## src/slfs_defs.svh

```systemverilog
// Constants for the supply lockout and fault supervisor.
// Assumes a 250 MHz sys_clk; times are kept in ns and converted to cycles.
`ifndef SLFS_DEFS_SVH
`define SLFS_DEFS_SVH

`define SLFS_CLK_PERIOD_NS      4
// ------------------------------------------------------------
// Blanking times (ns) and cycle counts (least time, rounded up)
// ------------------------------------------------------------
`define SLFS_T_SUPPLY_NS        1000
`define SLFS_T_OVERCURRENT_LEVEL_ONE_NS          250
`define SLFS_T_OVERCURRENT_LEVEL_TWO_NS          150
`define SLFS_T_SEC_OVP_NS       100000
`define SLFS_T_OTP_NS           18000
`define SLFS_T_FB_OVP_NS        20000
`define SLFS_T_LINE_NS          2000000
`define SLFS_CYC(t)             (((t) + `SLFS_CLK_PERIOD_NS - 1) / `SLFS_CLK_PERIOD_NS)
`define SLFS_N_SUPPLY           `SLFS_CYC(`SLFS_T_SUPPLY_NS)
`define SLFS_N_OVERCURRENT_LEVEL_ONE             `SLFS_CYC(`SLFS_T_OVERCURRENT_LEVEL_ONE_NS)
`define SLFS_N_OVERCURRENT_LEVEL_TWO             `SLFS_CYC(`SLFS_T_OVERCURRENT_LEVEL_TWO_NS)
`define SLFS_N_SEC_OVP          `SLFS_CYC(`SLFS_T_SEC_OVP_NS)
`define SLFS_N_OTP              `SLFS_CYC(`SLFS_T_OTP_NS)
`define SLFS_N_FB_OVP           `SLFS_CYC(`SLFS_T_FB_OVP_NS)
`define SLFS_N_LINE             `SLFS_CYC(`SLFS_T_LINE_NS)
// Restart delays (cycles), defaults only; real values set externally
`define SLFS_N_RESTART          1000000
`define SLFS_N_RESTART_FAST     100000
`define SLFS_CNT_W              24

`endif

```

## src/slfs_pkg.sv

```systemverilog
// Types for the supply lockout and fault supervisor.
// Assumes slfs_defs.svh is on the include path.
package slfs_pkg;
    typedef enum logic [2:0] {
        SLFS_RESET   = 3'b000,
        SLFS_MONITOR = 3'b001,
        SLFS_SOFT    = 3'b010,
        SLFS_RUN     = 3'b011,
        SLFS_RESTART = 3'b100
    } slfs_state_t;
endpackage

```

## src/slfs_blank.sv

```systemverilog
// Blanking qualifier for one fault comparator.
// Assumes a synchronous comparator input and a state enable.
`timescale 1ns/1ps
`include "slfs_defs.svh"
module slfs_blank #(
    parameter int N = 4
) (
    input  wire logic sys_clk,
    input  wire logic arst_n,
    input  wire logic en,
    input  wire logic cmp,
    output logic      fault
);
    logic [`SLFS_CNT_W-1:0] cnt_r;
    logic [`SLFS_CNT_W-1:0] cnt_nxt;

    always_comb begin
        cnt_nxt = cnt_r;
        if (!(cmp && en)) begin
            cnt_nxt = '0;
        end else if (cnt_r != N[`SLFS_CNT_W-1:0]) begin
            cnt_nxt = cnt_r + 1'b1;
        end
    end

    always_ff @(posedge sys_clk or negedge arst_n) begin
        if (!arst_n) begin
            cnt_r <= '0;
        end else begin
            cnt_r <= cnt_nxt;
        end
    end

    // Counter restarts on any drop of the comparator
    assign fault = en && cmp && (cnt_r == N[`SLFS_CNT_W-1:0]);

    a_blank_time: assert property (@(posedge sys_clk) disable iff (!arst_n)
        fault |-> $past(cmp && en)) else $error("fault without qualified comparator");
endmodule // slfs_blank

```

## src/slfs_supervisor.sv

```systemverilog
// Supply lockout and fault supervisor of a flyback controller.
// Assumes all comparator inputs are synchronous to sys_clk.
`timescale 1ns/1ps
`include "slfs_defs.svh"

// Summary of operation
// - Lockout hysteresis: enable above turn-on, reset below disable threshold after 1 us.
// - After enable, start switching only when no fault is flagged.
// - Clamp sink enabled only in start-up, restart and burst pause.
// - Supply overvoltage and input short, 1 us blanking, cause auto-restart.
// - Supply at wake threshold forces burst, priority over loop; ends at burst threshold.
// - Start-up control pin low while supply wake is active, released at burst threshold.
// - Overcurrent level one for 250 ns ends the current switching cycle only.
// - Feedback overvoltage for 20 us stops gate until release threshold.
// - Overcurrent two, secondary overvoltage, overtemperature cause auto-restart.
// - Line undervoltage fast restart, line overvoltage normal restart, 2 ms blanking.
// - Monitor, soft-start and run states; protections checked per state.
module slfs_supervisor #(
    parameter int N_LINE         = `SLFS_N_LINE,
    parameter int N_SEC_OVP      = `SLFS_N_SEC_OVP,
    parameter int N_RESTART      = `SLFS_N_RESTART,
    parameter int N_RESTART_FAST = `SLFS_N_RESTART_FAST,
    parameter bit BURST_EN       = 1'b1
) (
    input  wire logic                 sys_clk,
    input  wire logic                 arst_n,
    input  wire logic                 supply_above_turn_on,
    input  wire logic                 supply_below_disable,
    input  wire logic                 supply_below_wake,
    input  wire logic                 supply_above_burst,
    input  wire logic                 supply_above_overvoltage,
    input  wire logic                 input_below_short,
    input  wire logic                 input_below_brown_in,
    input  wire logic                 input_above_overvoltage,
    input  wire logic                 ocp_level_one,
    input  wire logic                 ocp_level_two,
    input  wire logic                 secondary_ovp,
    input  wire logic                 overtemperature,
    input  wire logic                 feedback_ov_trip,
    input  wire logic                 feedback_ov_release,
    input  wire logic                 softstart_done,
    input  wire logic                 loop_burst_pause,
    input  wire logic                 cycle_start,
    output slfs_pkg::slfs_state_t     state,
    output logic                      gate_enable,
    output logic                      burst_active,
    output logic                      clamp_sink_en,
    output logic                      startup_control_pin_n,
    output logic                      restart_pending
);
    import slfs_pkg::*;

    // ------------------------------------------------------------
    // Blanking qualifiers
    // ------------------------------------------------------------
    slfs_state_t             state_r;
    slfs_state_t             state_nxt;
    logic in_mon;
    logic in_active;
    logic in_any;
    logic [8:0] cmp_v;
    logic [8:0] en_v;
    logic [8:0] flt_v;

    assign in_mon    = (state_r == SLFS_MONITOR);
    assign in_active = (state_r == SLFS_SOFT) || (state_r == SLFS_RUN);
    assign in_any    = in_mon || in_active;

    assign cmp_v = {feedback_ov_trip, overtemperature, secondary_ovp, ocp_level_two, ocp_level_one,
                    input_above_overvoltage, input_below_brown_in, input_below_short,
                    supply_above_overvoltage};
    assign en_v  = {in_active, in_any, in_active, in_active, in_active,
                    in_any, in_any, in_any, in_active};

    // Any enabled comparator high keeps monitor from starting soft-start
    logic mon_busy;
    assign mon_busy = |(cmp_v & en_v);

    localparam int BLANK_N [9] = '{`SLFS_N_SUPPLY, `SLFS_N_SUPPLY, N_LINE, N_LINE, `SLFS_N_OVERCURRENT_LEVEL_ONE,
                                   `SLFS_N_OVERCURRENT_LEVEL_TWO, N_SEC_OVP, `SLFS_N_OTP, `SLFS_N_FB_OVP};

    generate
        for (genvar i = 0; i < 9; i++) begin : g_blank
            slfs_blank #(.N(BLANK_N[i])) u_blank (
                .sys_clk (sys_clk),
                .arst_n  (arst_n),
                .en      (en_v[i]),
                .cmp     (cmp_v[i]),
                .fault   (flt_v[i])
            );
        end
    endgenerate

    // Supply disable filter, active in every state
    logic uv_fault;
    slfs_blank #(.N(`SLFS_N_SUPPLY)) u_uv (
        .sys_clk (sys_clk),
        .arst_n  (arst_n),
        .en      (1'b1),
        .cmp     (supply_below_disable),
        .fault   (uv_fault)
    );

    logic restart_fault;
    logic fast_fault;
    assign fast_fault    = flt_v[2];
    assign restart_fault = flt_v[0] | flt_v[1] | flt_v[3] | flt_v[5] | flt_v[6] | flt_v[7];

    // ------------------------------------------------------------
    // State machine and restart timer
    // ------------------------------------------------------------
    logic [`SLFS_CNT_W-1:0] rst_cnt_r;
    logic [`SLFS_CNT_W-1:0] rst_cnt_nxt;
    logic                   fb_hold_r;
    logic                   fb_hold_nxt;
    logic                   ocp_cut_r;
    logic                   ocp_cut_nxt;
    logic                   wake_r;
    logic                   wake_nxt;

    always_comb begin
        state_nxt   = state_r;
        rst_cnt_nxt = rst_cnt_r;
        fb_hold_nxt = fb_hold_r;
        ocp_cut_nxt = ocp_cut_r;
        wake_nxt    = wake_r;
        // Feedback overvoltage latch, cleared only below release
        if (flt_v[8]) begin
            fb_hold_nxt = 1'b1;
        end else if (feedback_ov_release) begin
            fb_hold_nxt = 1'b0;
        end
        // Level-one cut lasts to the next switching cycle
        if (flt_v[4]) begin
            ocp_cut_nxt = 1'b1;
        end else if (cycle_start) begin
            ocp_cut_nxt = 1'b0;
        end
        if (BURST_EN && supply_below_wake && in_active) begin
            wake_nxt = 1'b1;
        end else if (supply_above_burst || !in_active) begin
            wake_nxt = 1'b0;
        end
        unique case (state_r)
            SLFS_RESET: begin
                if (supply_above_turn_on) begin
                    state_nxt = SLFS_MONITOR;
                end
            end
            SLFS_MONITOR, SLFS_SOFT, SLFS_RUN: begin
                if (fast_fault || restart_fault) begin
                    state_nxt   = SLFS_RESTART;
                    rst_cnt_nxt = fast_fault ? N_RESTART_FAST[`SLFS_CNT_W-1:0]
                                             : N_RESTART[`SLFS_CNT_W-1:0];
                end else if (state_r == SLFS_MONITOR && !fb_hold_r && !mon_busy) begin
                    state_nxt = SLFS_SOFT;
                end else if (state_r == SLFS_SOFT && softstart_done) begin
                    state_nxt = SLFS_RUN;
                end
            end
            SLFS_RESTART: begin
                if (rst_cnt_r == '0) begin
                    state_nxt = SLFS_MONITOR;
                end else begin
                    rst_cnt_nxt = rst_cnt_r - 1'b1;
                end
            end
            default: state_nxt = SLFS_RESET;
        endcase
        // Lockout wins from any state
        if (uv_fault) begin
            state_nxt   = SLFS_RESET;
            rst_cnt_nxt = '0;
            wake_nxt    = 1'b0;
        end
    end

    always_ff @(posedge sys_clk or negedge arst_n) begin
        if (!arst_n) begin
            state_r   <= SLFS_RESET;
            rst_cnt_r <= '0;
            fb_hold_r <= 1'b0;
            ocp_cut_r <= 1'b0;
            wake_r    <= 1'b0;
        end else begin
            state_r   <= state_nxt;
            rst_cnt_r <= rst_cnt_nxt;
            fb_hold_r <= fb_hold_nxt;
            ocp_cut_r <= ocp_cut_nxt;
            wake_r    <= wake_nxt;
        end
    end

    // ------------------------------------------------------------
    // Outputs
    // ------------------------------------------------------------
    assign state                 = state_r;
    assign burst_active          = wake_r || (in_active && loop_burst_pause);
    // Gate blocked outside soft/run, during feedback hold and cut cycle
    assign gate_enable           = in_active && !fb_hold_r && !ocp_cut_r && !flt_v[4];
    assign clamp_sink_en         = (state_r == SLFS_MONITOR) || (state_r == SLFS_SOFT) ||
                                   (state_r == SLFS_RESTART) || burst_active;
    assign startup_control_pin_n = !wake_r;
    assign restart_pending       = (state_r == SLFS_RESTART);

    a_uv_reset: assert property (@(posedge sys_clk) disable iff (!arst_n)
        uv_fault |=> state_r == SLFS_RESET) else $error("lockout did not reset");
    a_no_switch_fault: assert property (@(posedge sys_clk) disable iff (!arst_n)
        (state_r == SLFS_MONITOR && fb_hold_r) |=> state_r != SLFS_SOFT) else $error("start with fault");
    a_mon_fault: assert property (@(posedge sys_clk) disable iff (!arst_n)
        (state_r == SLFS_MONITOR && mon_busy) |=> state_r != SLFS_SOFT) else $error("start with comparator high");
    a_clamp_run: assert property (@(posedge sys_clk) disable iff (!arst_n)
        (state_r == SLFS_RUN && !burst_active) |-> !clamp_sink_en) else $error("clamp in run");
    a_restart_entry: assert property (@(posedge sys_clk) disable iff (!arst_n)
        (in_any && restart_fault && !uv_fault) |=> state_r == SLFS_RESTART) else $error("no restart");
    a_wake_burst: assert property (@(posedge sys_clk) disable iff (!arst_n)
        wake_r |-> burst_active) else $error("wake without burst");
    a_startup_pin: assert property (@(posedge sys_clk) disable iff (!arst_n)
        (wake_r && supply_above_burst && !supply_below_wake) |=> startup_control_pin_n) else $error("pin held");
    a_overcurrent_level_one_cut: assert property (@(posedge sys_clk) disable iff (!arst_n)
        flt_v[4] |=> !gate_enable) else $error("gate not cut");
    a_fb_hold: assert property (@(posedge sys_clk) disable iff (!arst_n)
        (fb_hold_r && !feedback_ov_release) |=> !gate_enable) else $error("gate during fb hold");
    a_restart_gate: assert property (@(posedge sys_clk) disable iff (!arst_n)
        (state_r == SLFS_RESTART) |-> !gate_enable) else $error("gate in restart");
    a_fast_load: assert property (@(posedge sys_clk) disable iff (!arst_n)
        (in_any && fast_fault && !uv_fault) |=> rst_cnt_r == N_RESTART_FAST[`SLFS_CNT_W-1:0])
        else $error("fast delay wrong");
endmodule // slfs_supervisor

```

## config.mk

```make
export PLATFORM = sky130hd
export DESIGN_NAME = slfs_supervisor
export DESIGN_NICKNAME = d
export VERILOG_FILES = /design/src/slfs_pkg.sv /design/src/slfs_blank.sv /design/src/slfs_supervisor.sv
export VERILOG_INCLUDE_DIRS = /design/src
export SDC_FILE = /design/constraint.sdc
export NUM_CORES = 1
export LEC_CHECK = 0
export ABC_AREA = 1
export BUFFER_PORTS_ARGS = -buffer_cell sky130_fd_sc_hd__buf_4
export CORE_ASPECT_RATIO = 0.5
export CORE_MARGIN = 2
export CORE_UTILIZATION = 58
export DETAILED_ROUTE_END_ITERATION = 8
export PLACE_DENSITY = 0.77
export SYNTH_ARGS = -nofsm -noshare
export SYNTH_HDL_FRONTEND = slang
export SYNTH_HIERARCHICAL = 1
export SYNTH_SLANG_ARGS = --single-unit
```

## constraint.sdc

```tcl
create_clock -name sys_clk -period 2.21 [get_ports sys_clk]
set_input_delay 0.221 -clock sys_clk [delete_from_list [all_inputs] [get_ports sys_clk]]
set_output_delay 0.221 -clock sys_clk [all_outputs]
set_load 0.1 [all_outputs]
```

==> implementation parameters, run 1 <==
Parameter                              Value

Routing
  DRC Markers ... 0
  Average detailed-routed wire length per instance ... approximately 13 µm
  Number of detailed-routing iterations run before antenna repair ... 5
  Ratio of routed vias to standard cells ... 5.27
  Initial DRC Count ... between 1000 and 1500
  Overall via count from detail_route ... ~17000
  Count of nets left with antenna violations after detail routing ... 0
  Total Wirelength ... 41600 µm

STA
  Final critical delay including setup and external delays ... 2.32 ns
  Final worst setup slack ... -0.110 ns
  RSZ-0062 raised after global routing ... true
  Final-report max-slew violation count ... 0
  Number of failing hold endpoints at the final stage ... 0
  Worst slack on hold paths ... around 0.068 ns
  Fmax ... about 0.43 GHz
  Setup clock skew after layout ... ~0.017 ns
  Total negative slack ... -0.727 ns
  Number of setup violations in the final report ... 15
  Post-route fraction of the period consumed by the critical path ... 1.05

Worst hold path
  Worst Hold Depth ... 4
  Worst Hold Class ... input port to flip-flop

Setup path
  Critical path, cell by cell ... inv_1 > nand2_1 > nor2_1 > nand2_1 > nor2_2 > nand2_2 > nor2_1 > nor2_1 > nand2_2 > nor2_4 > nand2_2 > nand2_2 > inv_4 > nand2_8 > nor2_4 > nand3_2 > nand2_2
  Dominant cell type by count on the critical path ... sky130_fd_sc_hd__nand2_2
  Path length in cells of the critical path ... 17
  Category of the worst setup path launch point ... flip-flop
  Buffers & Inverters on Critical Path ... 2
  Worst reg2reg path endpoint ... rst_cnt_r[10]$_DFFE_PN0P_
  First element of the critical path ... g_blank[3].u_blank/cnt_r[9]$_DFFE_PN0P_
  Critical Path Max Stage Delay ... 0.40 ns
  Largest fanout on the critical path ... 7
  Type of destination of the critical path ... flip-flop
  Setup slack on the worst flop-to-flop path ... -0.11 ns
  Setup Crit Path Kind ... flip-flop to flip-flop
  Worst setup path endpoint ... rst_cnt_r[10]$_DFFE_PN0P_
  Critical path data arrival time ... approximately 2.8 ns
  Critical path's slowest cell ... sky130_fd_sc_hd__dfrtp_1
  Depth of the worst register-to-register path ... 17
  Launching point of the worst reg2reg path ... g_blank[3].u_blank/cnt_r[9]$_DFFE_PN0P_
  Worst path top cell family by delay ... simple AND/OR/NAND/NOR gates
  Required time at the endpoint of the critical path ... around 2.7 ns

Synth
  Number of different library cells in the post-synthesis netlist ... 44
  Portion of the post-synthesis area used by sequential elements ... 0.384
  Biggest area contributors in the synthesized netlist ... sky130_fd_sc_hd__dfrtp_1 (38%), sky130_fd_sc_hd__nand2_1 (15%), sky130_fd_sc_hd__nor2_1 (12%)
  Cell taking the most area after synthesis ... sky130_fd_sc_hd__dfrtp_1
  Post-synthesis instance area ... roughly 18000 µm²
  Number of warnings printed during yosys synthesis ... 6
  Post-Syn Nets ... between 2000 and 3000
  Avg Cell Area, Syn ... slightly below 7 µm²
  Share of Yosys cell area claimed by the top area cell type ... 0.384
  Flip-flop and latch count after synthesis ... 270
  Gate count after technology mapping ... ~2600

Layout
  Fill count ... between 2000 and 2500
  Register area ... slightly below 7000 µm²
  Nets ... roughly 2800
  Layout Cells excl Fill ... ~3200
  Commonest cells after routing, fill and taps aside ... sky130_fd_sc_hd__nand2_1 (680), sky130_fd_sc_hd__nor2_1 (525), sky130_fd_sc_hd__inv_1 (297)
  Area of combinational cells with multiple inputs ... just under 10000 µm²
  Growth of design area from synthesis to finish ... 16.1%
  Most common library cell in the layout ignoring fill and taps ... sky130_fd_sc_hd__nand2_1
  Diode insertion count for antenna repair ... 0
  Share of final-layout standard cells stronger than drive strength 1 ... 0.162

Clock network
  Clock latency reported for the late side of the worst-skew pair ... roughly 0.56 ns
  CTS sink count ... 270
  Maximum buffer depth of the clock tree ... 3
  Clock tree from TritonCTS ... built
  Clock transition at the registers of the reported paths ... roughly 0.070 ns
  Clock root buffer master ... sky130_fd_sc_hd__clkbuf_16
  Number of clock buffers inserted by TritonCTS ... 26
  Maximum level of the CTS H-tree ... 1

Place
  Final RePlAce weighted congestion ... a little under 1
  Cell Count Post-Placement ... 3103
  IO Port Bufs ... 26
  Worst slack at placement ... -0.128 ns
  Hpwl dp ... between 30000 and 40000 µm

Global route
  Vias in the first global route ... 15500
  Maximum number of pins on one net before global-route repair ... 60
  Total gr overflow ... 0
  GRT Resource Usage Total ... 0.266
  Global-route wire length before repair ... 71900 µm
  Antenna violations before repair ... 0

Floorplan
  Die boundary height ... approximately 130 µm
  Boundary Pins ... 27
  Number of cell rows ... 44
  Horiz. Die Dim ... 250 µm
  Area of the die ... about 32000 µm²
  Effective utilization at floorplan ... 0.598
  Core region area ... just under 30000 µm²

Power and ir drop
  Static power due to leakage ... approximately 9.4 nW
  Peak supply drop ... 637 µV
  Post-layout total power ... 10.6 mW
  Power per Cell Area ... between 500 and 600 nW/µm²

Flow run
  Number of maximum-capacitance constraint violations ... 0

Status
  Failing checks ... setup timing
  Status ... finished with violations
worst reg2reg max path, stage by stage (launching register included):
cell and delay (ns):
sky130_fd_sc_hd__dfrtp_1 0.40, sky130_fd_sc_hd__inv_1 0.10, sky130_fd_sc_hd__nand2_1 0.06, sky130_fd_sc_hd__nor2_1 0.19
sky130_fd_sc_hd__nand2_1 0.10, sky130_fd_sc_hd__nor2_2 0.17, sky130_fd_sc_hd__nand2_2 0.09, sky130_fd_sc_hd__nor2_1 0.18
sky130_fd_sc_hd__nor2_1 0.08, sky130_fd_sc_hd__nand2_2 0.10, sky130_fd_sc_hd__nor2_4 0.06, sky130_fd_sc_hd__nand2_2 0.07
sky130_fd_sc_hd__nand2_2 0.07, sky130_fd_sc_hd__inv_4 0.10, sky130_fd_sc_hd__nand2_8 0.09, sky130_fd_sc_hd__nor2_4 0.24
sky130_fd_sc_hd__nand3_2 0.12, sky130_fd_sc_hd__nand2_2 0.06
cell type report:
type,instances,share of cell area
Multi-Input combinational cell,1991,0.474
Inverter,328,0.0611
Clock buffer,30,0.0351
Clock inverter,18,0.0112
Sequential cell,270,0.332
Timing Repair Buffer,148,0.0623
Tap cell,391,0.0240
per-layer routing:
layer,up-vias,part of all wire,global-route usage
met5,-,0,0
met4,0,0.017,0.0560
met3,59,0.055,0.0422
met2,430,0.45,0.431
met1,7713,0.48,0.380
li1,8536,-,-
flip-flops by register name (all words and copies together) (netlist names):
name / cells
rst_cnt_r: 24
fb_hold_r: 1
ocp_cut_r: 1
g_blank.u_blank/cnt_r: 216
state: 3
u_uv/cnt_r: 24
wake_r: 1
repair_timing:
action,in CTS,in global routing
cloned,0,1
buffers inserted,11,9
hold buffers,4,0
resized for setup,43,41
setup endpoints to repair,25,31
hold endpoints to repair,72,0
pin swaps,13,26
metrics by stage:
step                       util  area [µm²]
after global placement    0.645       19000
after CTS                 0.686       20200
after floorplan               -       17600
after global routing      0.694       20400
final                     0.694       20400
after detailed placement  0.645       19000
kinds of logic after synthesis:
| family | share of synthesized area |
|---|---|
| other | 0.000213 |
| XOR/XNOR | 0.0174 |
| buffers and inverters | 0.0804 |
| AO/OA/AOI/OAI | 0.0640 |
| AND/OR/NAND/NOR | 0.439 |
| flip-flops | 0.384 |
| adder cells (fa/ha/maj) | 0.0142 |
cell usage after synthesis (all sizes together):
| cell type | count |
|---|---|
| nand3 | 223 |
| o21bai | 4 |
| a21oi | 109 |
| nand3b | 2 |
| and2 | 11 |
| nand2 | 753 |
| dfrtp | 270 |
| nor4 | 1 |
| nor3 | 40 |
| o22ai | 1 |
| clkinv | 1 |
| o211ai | 1 |
| inv | 327 |
| nor2 | 633 |
| clkbuf | 9 |
| o21ai | 91 |
| a31oi | 4 |
| o31ai | 1 |
| conb | 1 |
| or2 | 5 |
| xnor2 | 12 |
| buf | 16 |
| ha | 20 |
| xor2 | 23 |
| o21a | 1 |
| nand4 | 54 |
| nor3b | 1 |
report_power, final:
| part | switching [mW] | internal [mW] |
|---|---|---|
| clock network | 2.02 | 2.92 |
| logic | 0.387 | 0.224 |
| registers | 0.0442 | 4.98 |
| total | 2.45 | 8.12 |
how the worst min path moves through the flow:
stage	startpoint	endpoint
after detailed placement	arst_n	g_blank[0].u_blank/cnt_r[12]$_DFFE_PN0P_
after global routing	supply_below_disable	u_uv/cnt_r[20]$_DFFE_PN0P_
final	supply_below_disable	u_uv/cnt_r[22]$_DFFE_PN0P_
after floorplan	arst_n	fb_hold_r$_DFFE_PN0P_
after CTS	supply_below_disable	u_uv/cnt_r[22]$_DFFE_PN0P_
after global placement	arst_n	g_blank[0].u_blank/cnt_r[12]$_DFFE_PN0P_
Note: power is estimated with default switching activity, not from simulation.
==> run 2, diff against run 1 <==
--- a/config.mk
+++ b/config.mk
@@ -10,9 +10,9 @@
 export BUFFER_PORTS_ARGS = -buffer_cell sky130_fd_sc_hd__buf_4
 export CORE_ASPECT_RATIO = 0.5
 export CORE_MARGIN = 2
-export CORE_UTILIZATION = 58
+export CORE_UTILIZATION = 64
 export DETAILED_ROUTE_END_ITERATION = 8
-export PLACE_DENSITY = 0.77
+export PLACE_DENSITY = 0.81
 export SYNTH_ARGS = -nofsm -noshare
 export SYNTH_HDL_FRONTEND = slang
 export SYNTH_HIERARCHICAL = 1
==> constraint.sdc (replaced) <==
create_clock -name sys_clk -period 2.3 [get_ports sys_clk]
set_input_delay 0.23 -clock sys_clk [delete_from_list [all_inputs] [get_ports sys_clk]]
set_output_delay 0.23 -clock sys_clk [all_outputs]
set_load 0.1 [all_outputs]
==> run 2 against run 1 <==
Against the previous run: the run now ends clean; worst hold slack got worse by 0.018 ns; first-iteration DRC count grew 6.0%; routed wire length rose by 0.24%; clock skew rose by 0.013 ns; fmax up 2.9%; utilization rose by 5.7 points; sequential cell count unchanged; die area down 9.2%; register-to-register slack gained 0.15 ns; combinational power down 10%; critical path depth is 1 higher.
==> implementation parameters, run 2 (synthesized netlist as in run 1, its figures left out) <==
Parameter                              Value

Power and ir drop
  Peak supply drop ... roughly 550 µV
  Static power due to leakage ... roughly 9.2 nW
  Combinational fraction of design power ... 0.055
  Switch share ... 0.234
  Sequential share of power ... 0.485
  Net switching power ... 2.33 mW
  Power per Cell Area ... a little under 500 nW/µm²
  Int Pwr ... ~7.6 mW
  Part of the power in the clock network ... 0.460

Clock network
  CTS sink count ... 270
  Maximum buffer depth of the clock tree ... 3
  Maximum level of the CTS H-tree ... 1
  Clock tree from TritonCTS ... built
  Number of clock buffers inserted by TritonCTS ... 25
  Clock transition at the registers of the reported paths ... around 0.070 ns
  Clock latency reported for the late side of the worst-skew pair ... between 0.5 and 0.6 ns
  Clock root buffer master ... sky130_fd_sc_hd__clkbuf_16

Layout
  Growth of design area from synthesis to finish ... 14.0%
  Area of all placed cells without fillers ... 20000 µm²
  Commonest cells after routing, fill and taps aside ... sky130_fd_sc_hd__nand2_1 (687), sky130_fd_sc_hd__nor2_1 (524), sky130_fd_sc_hd__inv_1 (304)
  Most common library cell in the layout ignoring fill and taps ... sky130_fd_sc_hd__nand2_1
  Diode insertion count for antenna repair ... 0
  Nets ... 2779
  Layout Cells excl Fill ... approximately 3100
  Leading registers by flop count ... g_blank.u_blank/cnt_r: 216 flops, rst_cnt_r: 24 flops, u_uv/cnt_r: 24 flops
  Number of flip-flops under the largest register name ... between 200 and 250
  Register name with the most flops ... g_blank.u_blank/cnt_r
  Share of final-layout standard cells stronger than drive strength 1 ... 0.149

STA
  Number of setup violations in the final report ... 0
  Worst slew margin relative to its limit ... 0.585
  Post-route fraction of the period consumed by the critical path ... 0.981
  Number of failing hold endpoints at the final stage ... 0
  Setup clock skew after layout ... about 0.03 ns
  RSZ-0062 raised after global routing ... true
  Transition time at the pin with the least slew margin ... 0.622 ns
  Total negative slack ... 0 ns
  Fmax ... between 0.4 and 0.5 GHz
  Worst slack on hold paths ... about 0.050 ns
  Final critical delay including setup and external delays ... roughly 2.3 ns
  Final-report max-slew violation count ... 0
  Final worst setup slack ... 0.0444 ns

Floorplan
  Effective utilization at floorplan ... 0.658
  Core region area ... 26700 µm²
  Area of the die ... roughly 29000 µm²
  Number of cell rows ... between 40 and 50
  Boundary Pins ... 27
  Horiz. Die Dim ... roughly 240 µm
  Die boundary height ... 121 µm

Worst hold path
  Worst Hold Class ... input port to flip-flop
  Hold Crit Start ... supply_above_burst

Status
  Status ... finished, final reports clean

Place
  IO Port Bufs ... 26
  Area of placed instances ... 18800 µm²
  Cell Count Post-Placement ... approximately 3000
  Worst slack at placement ... -0.0659 ns
  Final RePlAce weighted congestion ... approximately 0.94
  Hpwl dp ... 30900 µm

Routing
  Overall via count from detail_route ... 16700
  DRC Markers ... 0
  Count of nets left with antenna violations after detail routing ... 0
  Total Wirelength ... 41700 µm
  Ratio of routed vias to standard cells ... between 5 and 6
  Initial DRC Count ... about 1300
  Number of detailed-routing iterations run before antenna repair ... 5
  Average detailed-routed wire length per instance ... between 10 and 15 µm

Setup path
  Largest fanout on the critical path ... 7
  Category of the worst setup path launch point ... flip-flop
  Required time at the endpoint of the critical path ... 2.77 ns
  Critical path data arrival time ... ~2.7 ns
  First element of the critical path ... g_blank[3].u_blank/cnt_r[0]$_DFFE_PN0P_
  Setup Crit Path Kind ... flip-flop to flip-flop
  Type of destination of the critical path ... flip-flop
  Launching point of the worst reg2reg path ... g_blank[3].u_blank/cnt_r[0]$_DFFE_PN0P_

Global route
  Maximum number of pins on one net before global-route repair ... 76
  GRT Resource Usage Total ... 0.296
  Total gr overflow ... 0
  Antenna violations before repair ... 0
  Vias in the first global route ... 15500
  Global-route wire length before repair ... 71200 µm

Flow run
  Number of maximum-capacitance constraint violations ... 0
run 2: worst max-delay path, stage by stage (launching register included):
cell and delay, ns:
sky130_fd_sc_hd__dfrtp_1 0.39, sky130_fd_sc_hd__inv_2 0.08, sky130_fd_sc_hd__ha_4 0.13, sky130_fd_sc_hd__nand2_2 0.04
sky130_fd_sc_hd__nor2_1 0.10, sky130_fd_sc_hd__nand3_1 0.10, sky130_fd_sc_hd__nor2_2 0.18, sky130_fd_sc_hd__nand2_2 0.09
sky130_fd_sc_hd__nor2_1 0.11, sky130_fd_sc_hd__nor2_1 0.05, sky130_fd_sc_hd__nand2_1 0.12, sky130_fd_sc_hd__nor2_2 0.06
sky130_fd_sc_hd__nand2_2 0.08, sky130_fd_sc_hd__nand2_2 0.08, sky130_fd_sc_hd__inv_4 0.11, sky130_fd_sc_hd__nand2_8 0.08
sky130_fd_sc_hd__nor2_4 0.20, sky130_fd_sc_hd__nand2_2 0.09, sky130_fd_sc_hd__o21ai_2 0.06
run 2: power groups by stage:
stage | Clock, mW | Combinational (mW) | Sequential (mW)
floorplan | 0 | 0.270 | 4.92
global placement | 0 | 0.515 | 4.92
detailed placement | 0 | 0.527 | 4.92
CTS | 4.68 | 0.548 | 4.83
global route | 4.86 | 0.625 | 4.84
finish | 4.58 | 0.549 | 4.83
run 2: path summary, 6_finish.rpt:
check	endpoint	slack (ns)	cells past startpoint
setup / recovery	rst_cnt_r[16]$_DFFE_PN0P_	0.04	18
hold / removal	wake_r$_DFFE_PN0P_	0.05	4
setup reg to reg	rst_cnt_r[16]$_DFFE_PN0P_	0.04	18
hold reg to reg	g_blank[0].u_blank/cnt_r[7]$_DFFE_PN0P_	0.52	1
max in group asynchronous	g_blank[6].u_blank/cnt_r[7]$_DFFE_PN0P_	1.33	3
min in group asynchronous	g_blank[4].u_blank/cnt_r[22]$_DFFE_PN0P_	0.24	2
run 2: routing by layer:
layer / global-route usage / part of all wire / vias to the layer above
met5: 0.00535 / 0 / -
met4: 0.0793 / 0.025 / 0
met3: 0.0387 / 0.053 / 88
met2: 0.487 / 0.46 / 453
met1: 0.414 / 0.47 / 7687
li1: - / - / 8487
run 2: area by class of cell:
class                           count  area, µm²
Clock buffer                       32        712
Clock inverter                     14        194
Fill cell                        2108       6650
Inverter                          328       1240
Multi-Input combinational cell   1991       9630
Sequential cell                   270       6770
Tap cell                          352        440
Timing Repair Buffer              124       1050
run 2: what timing repair did:
action                                 in CTS  in global routing
setup endpoints to repair                  13                 37
endpoints found under the hold margin      69                  0
hold buffers                                4                  0
gates resized for setup                    18                 43
setup buffers                               4                  8
pin swaps                                   4                 21
run 2: stage by stage:
step                total power [mW]  utilization
floorplan                       5.19            -
global placement                5.44        0.704
detailed placement              5.45        0.704
CTS                             10.1        0.743
global route                    10.3        0.751
finish                          9.96        0.751
==> run 3, diff against run 2 <==
--- a/config.mk
+++ b/config.mk
@@ -12,7 +12,9 @@
 export CORE_MARGIN = 2
 export CORE_UTILIZATION = 64
 export DETAILED_ROUTE_END_ITERATION = 8
+export GPL_TIMING_DRIVEN = 1
 export PLACE_DENSITY = 0.81
+export SETUP_SLACK_MARGIN = 0.05
 export SYNTH_ARGS = -nofsm -noshare
 export SYNTH_HDL_FRONTEND = slang
 export SYNTH_HIERARCHICAL = 1
==> run 3 against run 2 <==
Against the previous run: critical path depth is 11 lower; sequential share of layout area is 0.41 points higher; sequential power hardly changed; clock skew is 0.017 ns lower; register-to-register slack better by 0.02 ns; power is 2.4% lower; global-route usage is 0.11 points lower; die area stayed put; non-clock buffer count is 29 lower; clock power is 4.8% lower; critical path type is now flip-flop to output port; largest cell class unchanged; largest power group unchanged.
==> implementation parameters, run 3 (synthesized netlist as in run 1, its figures left out) <==
Parameter                              Value

Status
  Status ... finished, final reports clean

Place
  Final RePlAce weighted congestion ... between 0.9 and 1
  Hpwl dp ... about 30000 µm
  IO Port Bufs ... 26
  Worst slack at placement ... -0.0687 ns

Power and ir drop
  Part of the power in the clock network ... 0.448
  Net switching power ... approximately 2.3 mW
  Combinational fraction of design power ... 0.055
  Post-layout total power ... between 9 and 10 mW
  Sequential share of power ... 0.497
  Static power due to leakage ... between 9 and 10 nW
  Peak supply drop ... ~550 µV
  Switch share ... 0.237
  Power per Cell Area ... between 400 and 500 nW/µm²
  Int Pwr ... ~7.4 mW

STA
  Final-report max-slew violation count ... 0
  Final worst setup slack ... 0.0282 ns
  Post-route fraction of the period consumed by the critical path ... 0.988
  Total negative slack ... 0 ns
  Worst slew margin relative to its limit ... 0.610
  Transition time at the pin with the least slew margin ... around 0.58 ns
  Setup clock skew after layout ... approximately 0.013 ns
  Number of failing hold endpoints at the final stage ... 0
  Number of setup violations in the final report ... 0
  Final critical delay including setup and external delays ... ~2.3 ns
  Fmax ... approximately 0.44 GHz
  RSZ-0062 raised after global routing ... true

Floorplan
  Boundary Pins ... 27
  Area of the die ... between 20000 and 30000 µm²
  Number of cell rows ... 42
  Core region area ... 26700 µm²
  Horiz. Die Dim ... roughly 240 µm
  Die boundary height ... 121 µm
  Effective utilization at floorplan ... 0.658

Layout
  Nets ... 2752
  Number of flip-flops under the largest register name ... 216
  Register name with the most flops ... g_blank.u_blank/cnt_r
  Final core occ ... 0.741
  Leading registers by flop count ... g_blank.u_blank/cnt_r: 216 flops, rst_cnt_r: 24 flops, u_uv/cnt_r: 24 flops
  Fill count ... 2179
  Commonest cells after routing, fill and taps aside ... sky130_fd_sc_hd__nand2_1 (683), sky130_fd_sc_hd__nor2_1 (524), sky130_fd_sc_hd__inv_1 (297)
  Share of final-layout standard cells stronger than drive strength 1 ... 0.142
  Diode insertion count for antenna repair ... 0
  Most common library cell in the layout ignoring fill and taps ... sky130_fd_sc_hd__nand2_1
  Growth of design area from synthesis to finish ... 12.6%

Clock network
  Clock latency reported for the late side of the worst-skew pair ... 0.55 ns
  CTS sink count ... 270
  Clock transition at the registers of the reported paths ... 0.06 ns
  Clock tree from TritonCTS ... built
  Clock root buffer master ... sky130_fd_sc_hd__clkbuf_16
  Maximum buffer depth of the clock tree ... 3
  Number of clock buffers inserted by TritonCTS ... 26
  Maximum level of the CTS H-tree ... 1

Worst hold path
  Hold Crit Start ... supply_above_burst
  Worst Hold Class ... input port to flip-flop

Setup path
  Type of destination of the critical path ... output port
  Launching point of the worst reg2reg path ... g_blank[2].u_blank/cnt_r[0]$_DFFE_PN0P_
  Required time at the endpoint of the critical path ... about 2.1 ns
  Largest fanout on the critical path ... 5
  Setup Crit Path Kind ... flip-flop to output port
  Setup slack on the worst flop-to-flop path ... about 0.060 ns
  First element of the critical path ... state[2]$_DFFE_PN0P_
  Category of the worst setup path launch point ... flip-flop
  Critical path data arrival time ... between 2 and 2.5 ns

Global route
  Antenna violations before repair ... 0
  GRT Resource Usage Total ... 0.294
  Global-route wire length before repair ... roughly 71000 µm
  Maximum number of pins on one net before global-route repair ... just under 70
  Vias in the first global route ... between 15000 and 20000
  Total gr overflow ... 0

Flow run
  Number of maximum-capacitance constraint violations ... 0

Routing
  Ratio of routed vias to standard cells ... around 5.4
  Overall via count from detail_route ... around 17000
  Count of nets left with antenna violations after detail routing ... 0
  DRC Markers ... 0
  Average detailed-routed wire length per instance ... approximately 14 µm
  Number of detailed-routing iterations run before antenna repair ... 6
  Initial DRC Count ... ~1400
  Total Wirelength ... about 42000 µm
## run 3: power by group through the flow
stage                     clock, mW  combinational, mW  sequential [mW]
after floorplan                   0              0.269             4.92
final                          4.36              0.533             4.84
after global placement            0              0.488             4.92
after detailed placement          0              0.499             4.93
after global routing           4.65              0.606             4.84
after CTS                      4.44              0.523             4.83
## run 3: timing repair
action | 4_1_cts | 5_1_grt
pin swaps | 13 | 8
hold buffers | 4 | 0
endpoints found under the setup margin | 16 | 30
endpoints found under the hold margin | 64 | 0
resized for setup | 36 | 39
setup buffers | 7 | 12
gates cloned | 1 | 0
## run 3: final timing paths
kind / cells past startpoint / end
max: 7 / clamp_sink_en
min: 4 / wake_r$_DFFE_PN0P_
max reg2reg: 18 / rst_cnt_r[15]$_DFFE_PN0P_
min reg2reg: 1 / u_uv/cnt_r[7]$_DFFE_PN0P_
max in group asynchronous: 3 / g_blank[1].u_blank/cnt_r[8]$_DFFE_PN0P_
min in group asynchronous: 2 / g_blank[4].u_blank/cnt_r[16]$_DFFE_PN0P_
## run 3: routing by layer
| layer | GRT usage | vias to the layer above | routed length (µm) |
|---|---|---|---|
| met5 | 0 | - | 0 |
| met4 | 0.0813 | 0 | 889 |
| met3 | 0.0485 | 87 | 2360 |
| met2 | 0.497 | 506 | 19800 |
| met1 | 0.396 | 7727 | 18900 |
| li1 | - | 8423 | - |
## run 3: critical path, cell delays in order (launching register included)
cell and delay (ns):
sky130_fd_sc_hd__dfrtp_4 0.51, sky130_fd_sc_hd__nor2_4 0.16, sky130_fd_sc_hd__buf_8 0.17, sky130_fd_sc_hd__inv_8 0.06
sky130_fd_sc_hd__o21ai_4 0.13, sky130_fd_sc_hd__inv_2 0.08, sky130_fd_sc_hd__nand4_1 0.17, sky130_fd_sc_hd__buf_12 0.20
## run 3: layout make-up
cell class / instances / area (µm²) / share of cell area
Multi-Input combinational cell: 1992 / 9650 / 0.488
Sequential cell: 270 / 6770 / 0.342
Inverter: 328 / 1250 / 0.0630
Timing Repair Buffer: 95 / 825 / 0.0417
Clock buffer: 38 / 777 / 0.0393
Tap cell: 352 / 440 / 0.0223
Clock inverter: 8 / 77.6 / 0.00392
## run 3: per-stage QoR
step	instances	hold slack (ns)	cell area [µm²]
final	3083	0.0783	19800
after global routing	3083	0.0799	19800
after CTS	3071	0.0537	19600
after detailed placement	3013	0.235	18500
after global placement	3013	0.229	18500
after floorplan	2614	-0.0656	17600
